[src/rtl/sfr_pkg.sv]
/*
 Constants for the mode, ROM table, reset-cause and Timer 2 prescale register slice.
 Assumes a 6-bit register index carried on an APB word bus (byte address = 4 * index).
*/
`default_nettype none
package sfr_pkg;
	// ----------------------------------------------------------------
	// Register indices
	// ----------------------------------------------------------------
	localparam logic [5:0] user_scratch_nibble_idx   = 6'h0f;
	localparam logic [5:0] operating_mode_control_idx = 6'h10;
	localparam logic [5:0] rom_pointer_low_idx       = 6'h18;
	localparam logic [5:0] rom_pointer_mid_idx       = 6'h19;
	localparam logic [5:0] rom_pointer_high_idx      = 6'h1a;
	localparam logic [5:0] reset_cause_flags_idx     = 6'h1b;
	localparam logic [5:0] rom_data_low_idx          = 6'h1c;
	localparam logic [5:0] rom_data_mid_idx          = 6'h1d;
	localparam logic [5:0] rom_data_high_idx         = 6'h1e;
	localparam logic [5:0] timer2_prescale_ctrl_idx  = 6'h1f;
	localparam logic [5:0] paged_user_sram_idx       = 6'h20;

	// ----------------------------------------------------------------
	// Field positions and reset values
	// ----------------------------------------------------------------
	localparam int         mode_select_hi_bit        = 3;
	localparam int         mode_select_lo_bit        = 2;
	localparam int         external_reset_flag_bit   = 3;
	localparam int         watchdog_overflow_flag_bit = 2;
	localparam int         timer2_autoreload_bit     = 3;
	localparam int         rom_pointer_spare_bit     = 3;
	localparam logic [3:0] operating_mode_control_rst = 4'hc;
	localparam logic [3:0] timer2_prescale_ctrl_rst  = 4'h0;
	localparam logic [3:0] scratch_rst               = 4'h0;

	// ----------------------------------------------------------------
	// Mode requests and clear commands
	// ----------------------------------------------------------------
	localparam logic [1:0] mode_enter_halt           = 2'h0;
	localparam logic [1:0] mode_green_to_normal      = 2'h1;
	localparam logic [1:0] mode_normal_to_green      = 2'h2;
	localparam logic [3:0] cmd_clear_watchdog        = 4'h5;
	localparam logic [3:0] cmd_clear_rtc             = 4'ha;

	// ----------------------------------------------------------------
	// Sizes
	// ----------------------------------------------------------------
	localparam int         rom_addr_w                = 11;
	localparam int         rom_word_w                = 12;
	localparam int         sram_pages                = 8;
	localparam int         sram_page_nibbles         = 32;
endpackage
`default_nettype wire

[src/rtl/sfr_rom_table_mode_ctl.sv]
/*
 Nibble register slice: operating-mode requests, ROM table pointer and readback,
 reset-cause flags, watchdog/RTC clear commands, Timer 2 prescale and tick,
 scratch nibble and paged user SRAM window, all behind an APB slave.
 Assumes rom_data answers rom_addr combinationally on pclk, and that the
 reset-cause event inputs come from another domain.
*/
// Decided for this implementation: register access over APB.
`timescale 1ns/1ps
`default_nettype none

module sfr_rom_table_mode_ctl #(
	parameter int ADDR_W = 8
) (
	// Clock and reset
	input  wire logic              pclk,
	input  wire logic              presetn,
	// APB slave
	input  wire logic              psel,
	input  wire logic              penable,
	input  wire logic              pwrite,
	input  wire logic [ADDR_W-1:0] paddr,
	input  wire logic [31:0]       pwdata,
	output logic      [31:0]       prdata,
	output logic                   pready,
	output logic                   pslverr,
	// Program ROM table port
	output logic      [10:0]       rom_addr,
	input  wire logic [11:0]       rom_data,
	// Core state and reset-cause events
	input  wire logic [2:0]        ram_page_select,
	input  wire logic              external_reset_event,
	input  wire logic              watchdog_overflow_event,
	// Mode requests and clear commands, one-cycle pulses
	output logic                   halt_req,
	output logic                   green_to_normal_req,
	output logic                   normal_to_green_req,
	output logic                   watchdog_clear,
	output logic                   rtc_clear,
	// Timer 2 control
	output logic      [2:0]        timer2_divider_select,
	output logic                   timer2_autoreload_enable,
	output logic                   timer2_tick
);

	// ----------------------------------------------------------------
	// Parameter check
	// ----------------------------------------------------------------
	if (ADDR_W < 8)
	begin : g_bad_addr
		$error("ADDR_W must reach byte address 0xfc");
	end

	// ----------------------------------------------------------------
	// State
	// ----------------------------------------------------------------
	typedef struct packed {
		logic [3:0]  mode;
		logic [3:0]  ptr_lo;
		logic [3:0]  ptr_mid;
		logic [3:0]  ptr_hi;
		logic        ext_flag;
		logic        wdt_flag;
		logic [11:0] rom_word;
		logic [3:0]  prescale;
		logic [3:0]  scratch;
		logic [10:0] rom_addr;
		logic        halt_req;
		logic        g2n_req;
		logic        n2g_req;
		logic        wdt_clr;
		logic        rtc_clr;
		logic [7:0]  div_cnt;
		logic        tick;
		logic        pready;
		logic [3:0]  rdata;
		logic        pslverr;
		logic [1:0]  ext_sync;
		logic [1:0]  wdt_sync;
	} state_t;

	state_t     s;
	state_t     next_s;
	localparam int sram_pages_c = sfr_pkg::sram_pages;
	localparam int sram_nib_c   = sfr_pkg::sram_page_nibbles;
	logic [3:0] sram [sram_pages_c*sram_nib_c];

	// Mask of low counter bits that must all be one for a tick
	function automatic logic [7:0] div_mask(input logic [2:0] code);
		div_mask = 8'hff >> code;
	endfunction

	logic [5:0] idx;
	logic       access;
	logic       wr;
	logic       in_window;
	logic [7:0] sram_addr;
	logic [3:0] wnib;

	assign idx       = paddr[7:2];
	assign access    = psel && penable && !s.pready;
	assign wr        = access && pwrite;
	assign wnib      = pwdata[3:0];
	assign in_window = idx >= sfr_pkg::paged_user_sram_idx;
	assign sram_addr = {ram_page_select, idx[4:0]};

	// ----------------------------------------------------------------
	// Next state
	// ----------------------------------------------------------------
	always_comb
	begin
		next_s          = s;
		next_s.halt_req = 1'b0;
		next_s.g2n_req  = 1'b0;
		next_s.n2g_req  = 1'b0;
		next_s.wdt_clr  = 1'b0;
		next_s.rtc_clr  = 1'b0;
		next_s.pready   = access;
		next_s.pslverr  = 1'b0;
		next_s.ext_sync = {s.ext_sync[0], external_reset_event};
		next_s.wdt_sync = {s.wdt_sync[0], watchdog_overflow_event};

		// Pointer feeds the ROM port through one register stage; bit 3 of the top nibble is left out
		next_s.rom_addr = {s.ptr_hi[2:0], s.ptr_mid, s.ptr_lo};
		// Captured every cycle so a read one instruction later sees fresh data
		next_s.rom_word = rom_data;

		next_s.div_cnt = s.div_cnt + 8'h01;
		next_s.tick    = (s.div_cnt & div_mask(s.prescale[2:0])) ==
			div_mask(s.prescale[2:0]);

		if (access)
		begin
			next_s.rdata = 4'h0;
			if (in_window)
			begin
				next_s.rdata = sram[sram_addr];
			end
			else
			begin
				unique case (idx)
					sfr_pkg::user_scratch_nibble_idx:
					begin
						next_s.rdata = s.scratch;
						if (pwrite)
							next_s.scratch = wnib;
					end
					sfr_pkg::operating_mode_control_idx:
					begin
						// Write-only: reads return zero
						if (pwrite)
						begin
							next_s.mode = wnib;
							unique case (wnib[3:2])
								sfr_pkg::mode_enter_halt:      next_s.halt_req = 1'b1;
								sfr_pkg::mode_green_to_normal: next_s.g2n_req = 1'b1;
								sfr_pkg::mode_normal_to_green: next_s.n2g_req = 1'b1;
								default:                       next_s.mode = s.mode;
							endcase
						end
					end
					sfr_pkg::rom_pointer_low_idx:
					begin
						next_s.rdata = s.ptr_lo;
						if (pwrite)
							next_s.ptr_lo = wnib;
					end
					sfr_pkg::rom_pointer_mid_idx:
					begin
						next_s.rdata = s.ptr_mid;
						if (pwrite)
							next_s.ptr_mid = wnib;
					end
					sfr_pkg::rom_pointer_high_idx:
					begin
						next_s.rdata = s.ptr_hi;
						if (pwrite)
							next_s.ptr_hi = wnib;
					end
					sfr_pkg::reset_cause_flags_idx:
					begin
						next_s.rdata = {s.ext_flag, s.wdt_flag, 2'b00};
					end
					sfr_pkg::rom_data_low_idx:
					begin
						next_s.rdata = s.rom_word[3:0];
					end
					sfr_pkg::rom_data_mid_idx:
					begin
						next_s.rdata = s.rom_word[7:4];
						if (pwrite && wnib == sfr_pkg::cmd_clear_watchdog)
						begin
							next_s.wdt_clr  = 1'b1;
							next_s.ext_flag = 1'b0;
							next_s.wdt_flag = 1'b0;
						end
						if (pwrite && wnib == sfr_pkg::cmd_clear_rtc)
							next_s.rtc_clr = 1'b1;
					end
					sfr_pkg::rom_data_high_idx:
					begin
						next_s.rdata = s.rom_word[11:8];
					end
					sfr_pkg::timer2_prescale_ctrl_idx:
					begin
						next_s.rdata = s.prescale;
						if (pwrite)
							next_s.prescale = wnib;
					end
					default:
					begin
						next_s.pslverr = 1'b1;
					end
				endcase
			end
		end

		// Events win over a same-cycle clear command
		if (s.ext_sync[1])
			next_s.ext_flag = 1'b1;
		if (s.wdt_sync[1])
			next_s.wdt_flag = 1'b1;
	end

	// ----------------------------------------------------------------
	// Registers
	// ----------------------------------------------------------------
	always_ff @(posedge pclk or negedge presetn)
	begin
		if (!presetn)
		begin
			s          <= '0;
			s.mode     <= sfr_pkg::operating_mode_control_rst;
			s.prescale <= sfr_pkg::timer2_prescale_ctrl_rst;
			s.scratch  <= sfr_pkg::scratch_rst;
		end
		else
		begin
			s <= next_s;
		end
	end

	// SRAM has no reset; contents are unknown at power-up
	always_ff @(posedge pclk)
	begin
		if (wr && in_window)
			sram[sram_addr] <= wnib;
	end

	// ----------------------------------------------------------------
	// Outputs
	// ----------------------------------------------------------------
	assign prdata                   = {28'h0000000, s.rdata};
	assign pready                   = s.pready;
	assign pslverr                  = s.pslverr;
	assign rom_addr                 = s.rom_addr;
	assign halt_req                 = s.halt_req;
	assign green_to_normal_req      = s.g2n_req;
	assign normal_to_green_req      = s.n2g_req;
	assign watchdog_clear           = s.wdt_clr;
	assign rtc_clear                = s.rtc_clr;
	assign timer2_divider_select    = s.prescale[2:0];
	assign timer2_autoreload_enable = s.prescale[sfr_pkg::timer2_autoreload_bit];
	assign timer2_tick              = s.tick;

	logic [3:0] w;
	logic       wm;
	assign w  = pwdata[3:0];
	assign wm = wr && !in_window && idx == sfr_pkg::operating_mode_control_idx;
endmodule
`default_nettype wire

[config.mk]
export PLATFORM = sky130hd
export DESIGN_NAME = sfr_rom_table_mode_ctl
export DESIGN_NICKNAME = d
export VERILOG_FILES = /design/src/rtl/sfr_pkg.sv /design/src/rtl/sfr_rom_table_mode_ctl.sv
export SDC_FILE = /design/constraint.sdc
export NUM_CORES = 1
export LEC_CHECK = 0
export BUFFER_PORTS_ARGS = -buffer_cell sky130_fd_sc_hd__buf_2
export CORE_MARGIN = 2
export CORE_UTILIZATION = 55
export DETAILED_ROUTE_END_ITERATION = 16
export PLACE_DENSITY = 0.76
export SLEW_MARGIN = 20
export SYNTH_ARGS = -nofsm -noshare
export SYNTH_HDL_FRONTEND = slang
export SYNTH_SLANG_ARGS = --single-unit
[constraint.sdc]
create_clock -name pclk -period 3.3 [get_ports pclk]
set_input_delay 0.495 -clock pclk [delete_from_list [all_inputs] [get_ports pclk]]
set_output_delay 0.495 -clock pclk [all_outputs]
set_load 0.02 [all_outputs]
Word-level counts from Yosys, hierarchy flattened --
Memory sizes are Yosys's and may differ from the RTL's. Cells that the tools add are included.
Word-level totals: bits in writable memories 1024, memories 1, word-level logic and storage cells 89, bits of input ports 62, bits in registers 69
Operators by class: reduce and logical (&&, ||, !) cells 22, $add $sub $neg 1, order comparisons 1, shifts and indexed selects 1, multiplexer cells 23, bitwise operators 2, equality and inequality tests 17
Memory list:
- sram | depth 256, bits a word 4, read ports 1, clocked after memory_dff 0, wr ports 1, RTL line sfr_rom_table_mode_ctl.sv:86 | logic [3:0] sram [sram_pages_c*sram_nib_c];
Operator list (number):
- == test 6 x 5 -> 1 bit (second input constant) | 9
- case mux 4 bit (9 select lines) | 1
- AND reduction 4 bit | 7
- two-way mux 1 bit | 12
- nonzero test 2 bit | 6
- two-way mux 2 bit | 5
- two-way mux 5 bit | 2
- OR reduction 10 bit | 1
- adder 8 x 1 -> 8 bit (second input constant) | 1
- bitwise AND 8 bit | 1
- == test 8 bit | 1
- right shift 8 x 3 -> 8 bit (first input constant) | 1
- == test 6 x 4 -> 1 bit (second input constant) | 1
- greater-or-equal comparator 6 bit (second input constant) | 1
- logical AND 1 bit | 6
- two-way mux 3 bit | 2
- == test 4 x 3 -> 1 bit (second input constant) | 1
- == test 4 bit (second input constant) | 1
- two-way mux 4 bit | 1
- != test 2 bit (second input constant) | 2
- == test 2 x 1 -> 1 bit (second input constant) | 1
- == test 2 bit (second input constant) | 1
- zero test 2 bit | 1
- zero test 1 bit | 1
- NOT 1 bit | 1

Longest topological paths before layout --
word-level depth 7, mapped depth 14, gate-level depth less buffers 7

Worst setup path after synthesis --
OpenSTA, ideal clock, no wires.
path kind input -> register, start point in paddr[3], end point mem sram[131][0], enable pin, slack 453 ps, library setup time 330 ps, buffers on the path 7, arrival time 2517 ps, stages on the path 9, required time 2970 ps, cell sequence buf_2 -> buf_4 -> buf_4 -> buf_2 -> clkbuf_1 -> clkbuf_1 -> nand3_1 -> clkbuf_1 -> nor2_1
On the way: longest elaborated chain between the ends 4
Ends and longest elaborated chain:
- start: declaration | RTL line sfr_rom_table_mode_ctl.sv:22 | input wire logic [ADDR_W-1:0] paddr,
- greater-or-equal comparator 6 bit | RTL line sfr_rom_table_mode_ctl.sv:104 | assign in_window = idx >= sfr_pkg::paged_user_sram_idx;
- logical AND 1 bit | RTL line sfr_rom_table_mode_ctl.sv:246 | if (wr && in_window)
- two-way mux 1 bit | RTL line sfr_rom_table_mode_ctl.sv:246
- two-way mux 1 bit (not written as such) | RTL line sfr_rom_table_mode_ctl.sv:247 | sram[sram_addr] <= wnib;
- end: declaration | RTL line sfr_rom_table_mode_ctl.sv:86
Parallel ways exist; a longest one is shown, timed or not.

Worst setup path after layout --
start point reg s, in the netlist pready, end point mem sram[205][1], enable pin
On the way: longest elaborated chain between the ends 6
Ends and longest elaborated chain:
- start: declaration | RTL line sfr_rom_table_mode_ctl.sv:82 | state_t s;
- start signal: assignment | RTL line sfr_rom_table_mode_ctl.sv:239 | s <= next_s;
- zero test 1 bit | RTL line sfr_rom_table_mode_ctl.sv:101 | assign access = psel && penable && !s.pready;
- logical AND 1 bit | RTL line sfr_rom_table_mode_ctl.sv:101
- logical AND 1 bit | RTL line sfr_rom_table_mode_ctl.sv:102 | assign wr = access && pwrite;
- logical AND 1 bit | RTL line sfr_rom_table_mode_ctl.sv:246
- two-way mux 1 bit | RTL line sfr_rom_table_mode_ctl.sv:246
- two-way mux 1 bit (not written as such) | RTL line sfr_rom_table_mode_ctl.sv:247
Every way passes these cells.

==> impl_metrics.py <==
metrics = {
    "sta": {
        "worstMarginPinSlew_ps": 1120,
        "rsz0062_at_grt": "false",
        "slew_headroom": 0.254,
        "holdWs_ps": 268,
        "fmax_ghz": 0.345,
        "finalHoldViolCount": 0,
        "setup_viol": 0,
        "finalMaxSlewViolations": 0,
        "min_period_ps": 2900,
        "period_share": 0.880,
        "layout_setup_ws_ps": 397,
        "finClkSkew_ps": 28.9,
    },
    "critical_path": {
        "r2r-start": "pready",
        "cp.arrival_ps": 3200,
        "endpoint_kind": "flop",
        "cp_max_fo": 15,
        "crit_required_ps": 3590,
        "crit_type": "reg -> reg",
        "crit_path_start": "pready",
        "start_kind": "flop",
        "worstRegToRegCells": 6,
    },
    "placement": {
        "hpwl_um": 66500,
        "io_buffers": 58,
        "placed_cell_area_mm2": 0.0462,
        "place.gp.congestion": 0.904,
        "dpl.cell_count": 3491,
        "place_ws_ps": -212,
    },
    "finish": {
        "nets": 2624,
        "fillCellCount": 5215,
        "drive_above_1_share": 0.250,
        "syn_to_final_growth_pct": 13.2,
        "design_area_mm2": 0.0496,
        "fin_cells": 3697,
    },
    "die": {
        "die_h_um": 286,
        "core_mm2": 0.0789,
        "ios": 117,
        "rows": 103,
        "initial_core_util": 0.555,
        "fp.dieW_um": 286,
        "die_area_mm2": 0.0819,
    },
    "routing": {
        "routed-via-count": 23621,
        "viasPerCell": 6.39,
        "drt_pre_antenna_iters": 8,
        "drtIter0Drc": 3074,
        "routed_wl_um": 106000,
        "wl_per_cell_um": 28.7,
        "drcViolationCount": 0,
        "ant_nets": 0,
    },
    "global_route": {
        "grt_overflow": 0,
        "first_global_vias": 24156,
        "grt_start_max_net_pins": 133,
        "antenna_found_initial": 1,
        "grt_pass1_wl_um": 156000,
        "grt_use_total": 0.261,
    },
    "power": {
        "leakage_nw": 16.4,
        "total_power_mw": 28.2,
        "vdd_drop_max_mv": 0.371,
        "powerDensity_mw_per_mm2": 568,
    },
    "clock_tree": {
        "cts_root_buf": "clkbuf_16",
        "cts_repair_resize_count": 0,
        "post-cts-setup-buffer-count": 0,
        "clock-sinks": 1093,
        "ctsHoldBuffers": 15,
        "cts.clk_slew.worst_paths_ps": 60,
        "numCtsBuffers": 103,
        "clkLatencyLatePin_ps": 660,
        "cts_tree": "yes",
        "htree_levels": 3,
        "cts_buffer_depth": 3,
    },
    "logic_synthesis": {
        "ys_seq_area_frac": 0.742,
        "synth-edff-count": 1024,
        "async_reset_ff_frac": 0.0631,
        "synth_area_mm2": 0.0438,
        "ys.flop_type": "edfxtp_1",
        "syn-instance-count": 2345,
        "synth_cell_type_count": 70,
        "yosysWarnings": 0,
        "synth_seq_cells": 1093,
        "syn_avg_cell_area_um2": 18.7,
    },
    "min_path": {
        "worstHoldPathCells": 5,
        "hold_start": "psel",
        "hp-class": "in -> reg",
    },
    "status": {
        "run_status": "finished clean",
    },
    "flow_run": {
        "cap_violations": 0,
    },
}
-- through the flow --
stage,util,setup TNS [ps]
after global placement,0.586,-159
final,0.628,0
after CTS,0.628,0
after floorplan,-,0
after detailed placement,0.586,-246
after global routing,0.628,0
-- placed cells by master, fill, tap and decap left out, drive strengths merged, types with 10 or more instances in the layout --
cell,Yosys,routed
nand3,28,28
dfrtp,69,69
nor2,301,301
inv,8,14
clkinv,0,41
mux4,220,220
buf,117,254
dlygate4sd3,0,15
a22oi,38,38
nand2,63,63
o21ai,25,25
mux2,45,45
nand2b,10,10
edfxtp,1024,1024
conb,1,28
nor2b,17,17
o22ai,19,19
mux2i,117,117
nor3,10,10
clkbuf,69,132
a21oi,35,35
-- final timing paths --
path / end / slack, ps
worst max-delay path: sram[205][1] / 400
worst min-delay path: pslverr / 270
worst max register to register: sram[205][1] / 400
worst min register to register: rom_addr[0] / 400
max in group asynchronous: next_s[24] / 2190
min in group asynchronous: timer2_divider_select[2] / 380
-- power breakdown --
part	internal, mW	switching [mW]	total (mW)
logic	0.597	1.00	1.60
clock network	6.34	5.00	11.3
registers	15.2	0.0299	15.2
-- layout make-up --
cell class	instances	area (um^2)	area share
flip-flops and latches	1093	32500	0.655
multi-input cells	1085	10200	0.207
clock buffers	131	2780	0.0560
repair buffers	270	2270	0.0458
well taps	1050	1310	0.0265
clock inverters	58	445	0.00899
inverters	8	30.0	0.000606
diodes	2	5.00	0.000101
-- synthesized netlist by cell type (27+ instances only) --
library cell | n | share of area
edfxtp_1 | 1024 | 0.70
buf_4 | 64 | 0.011
nor2_1 | 300 | 0.026
a21oi_1 | 35 | 0.0040
nand3_1 | 27 | 0.0031
clkbuf_1 | 69 | 0.0059
mux4_2 | 210 | 0.11
dfrtp_1 | 69 | 0.039
a22oi_1 | 38 | 0.0065
mux2_2 | 43 | 0.011
nand2_1 | 63 | 0.0054
mux2i_1 | 117 | 0.027
-- worst max-delay path: stages, from the launching register on --
cell     delay, ps
dfrtp_1        400
nor2_1         170
nand3_1        330
nor3_1         240
buf_4          190
nand3_1        570
nor2_1         610
-- routing by layer --
metal	vias up	routed length [um]	track usage
li1	9751	-	-
met1	12057	38400	0.345
met2	1535	52100	0.426
met3	278	11000	0.0529
met4	0	4780	0.116
met5	-	0	0
-- registers in the layout, indices dropped and copies added (netlist names), 3 cells and up --
| signal | count |
|---|---|
| next_s | 13 |
| prdata | 4 |
| rom_addr | 11 |
| s | 29 |
| sram | 1024 |
| timer2_divider_select | 3 |
-- cell families (layout without fill, tap and decap cells) --
logic type      Yosys count  count (layout)  synth area share
buf+inv                 194             467            0.0264
xor+xnor                  6               6           0.00120
flops                  1093            1093             0.742
compound gates          194             194            0.0307
other cells               1              30         0.0000857
fa+ha+maj                 1               1          0.000286
simple gates            474             474            0.0471
mux                     382             382             0.152
Power figures use the tool's default switching activity.
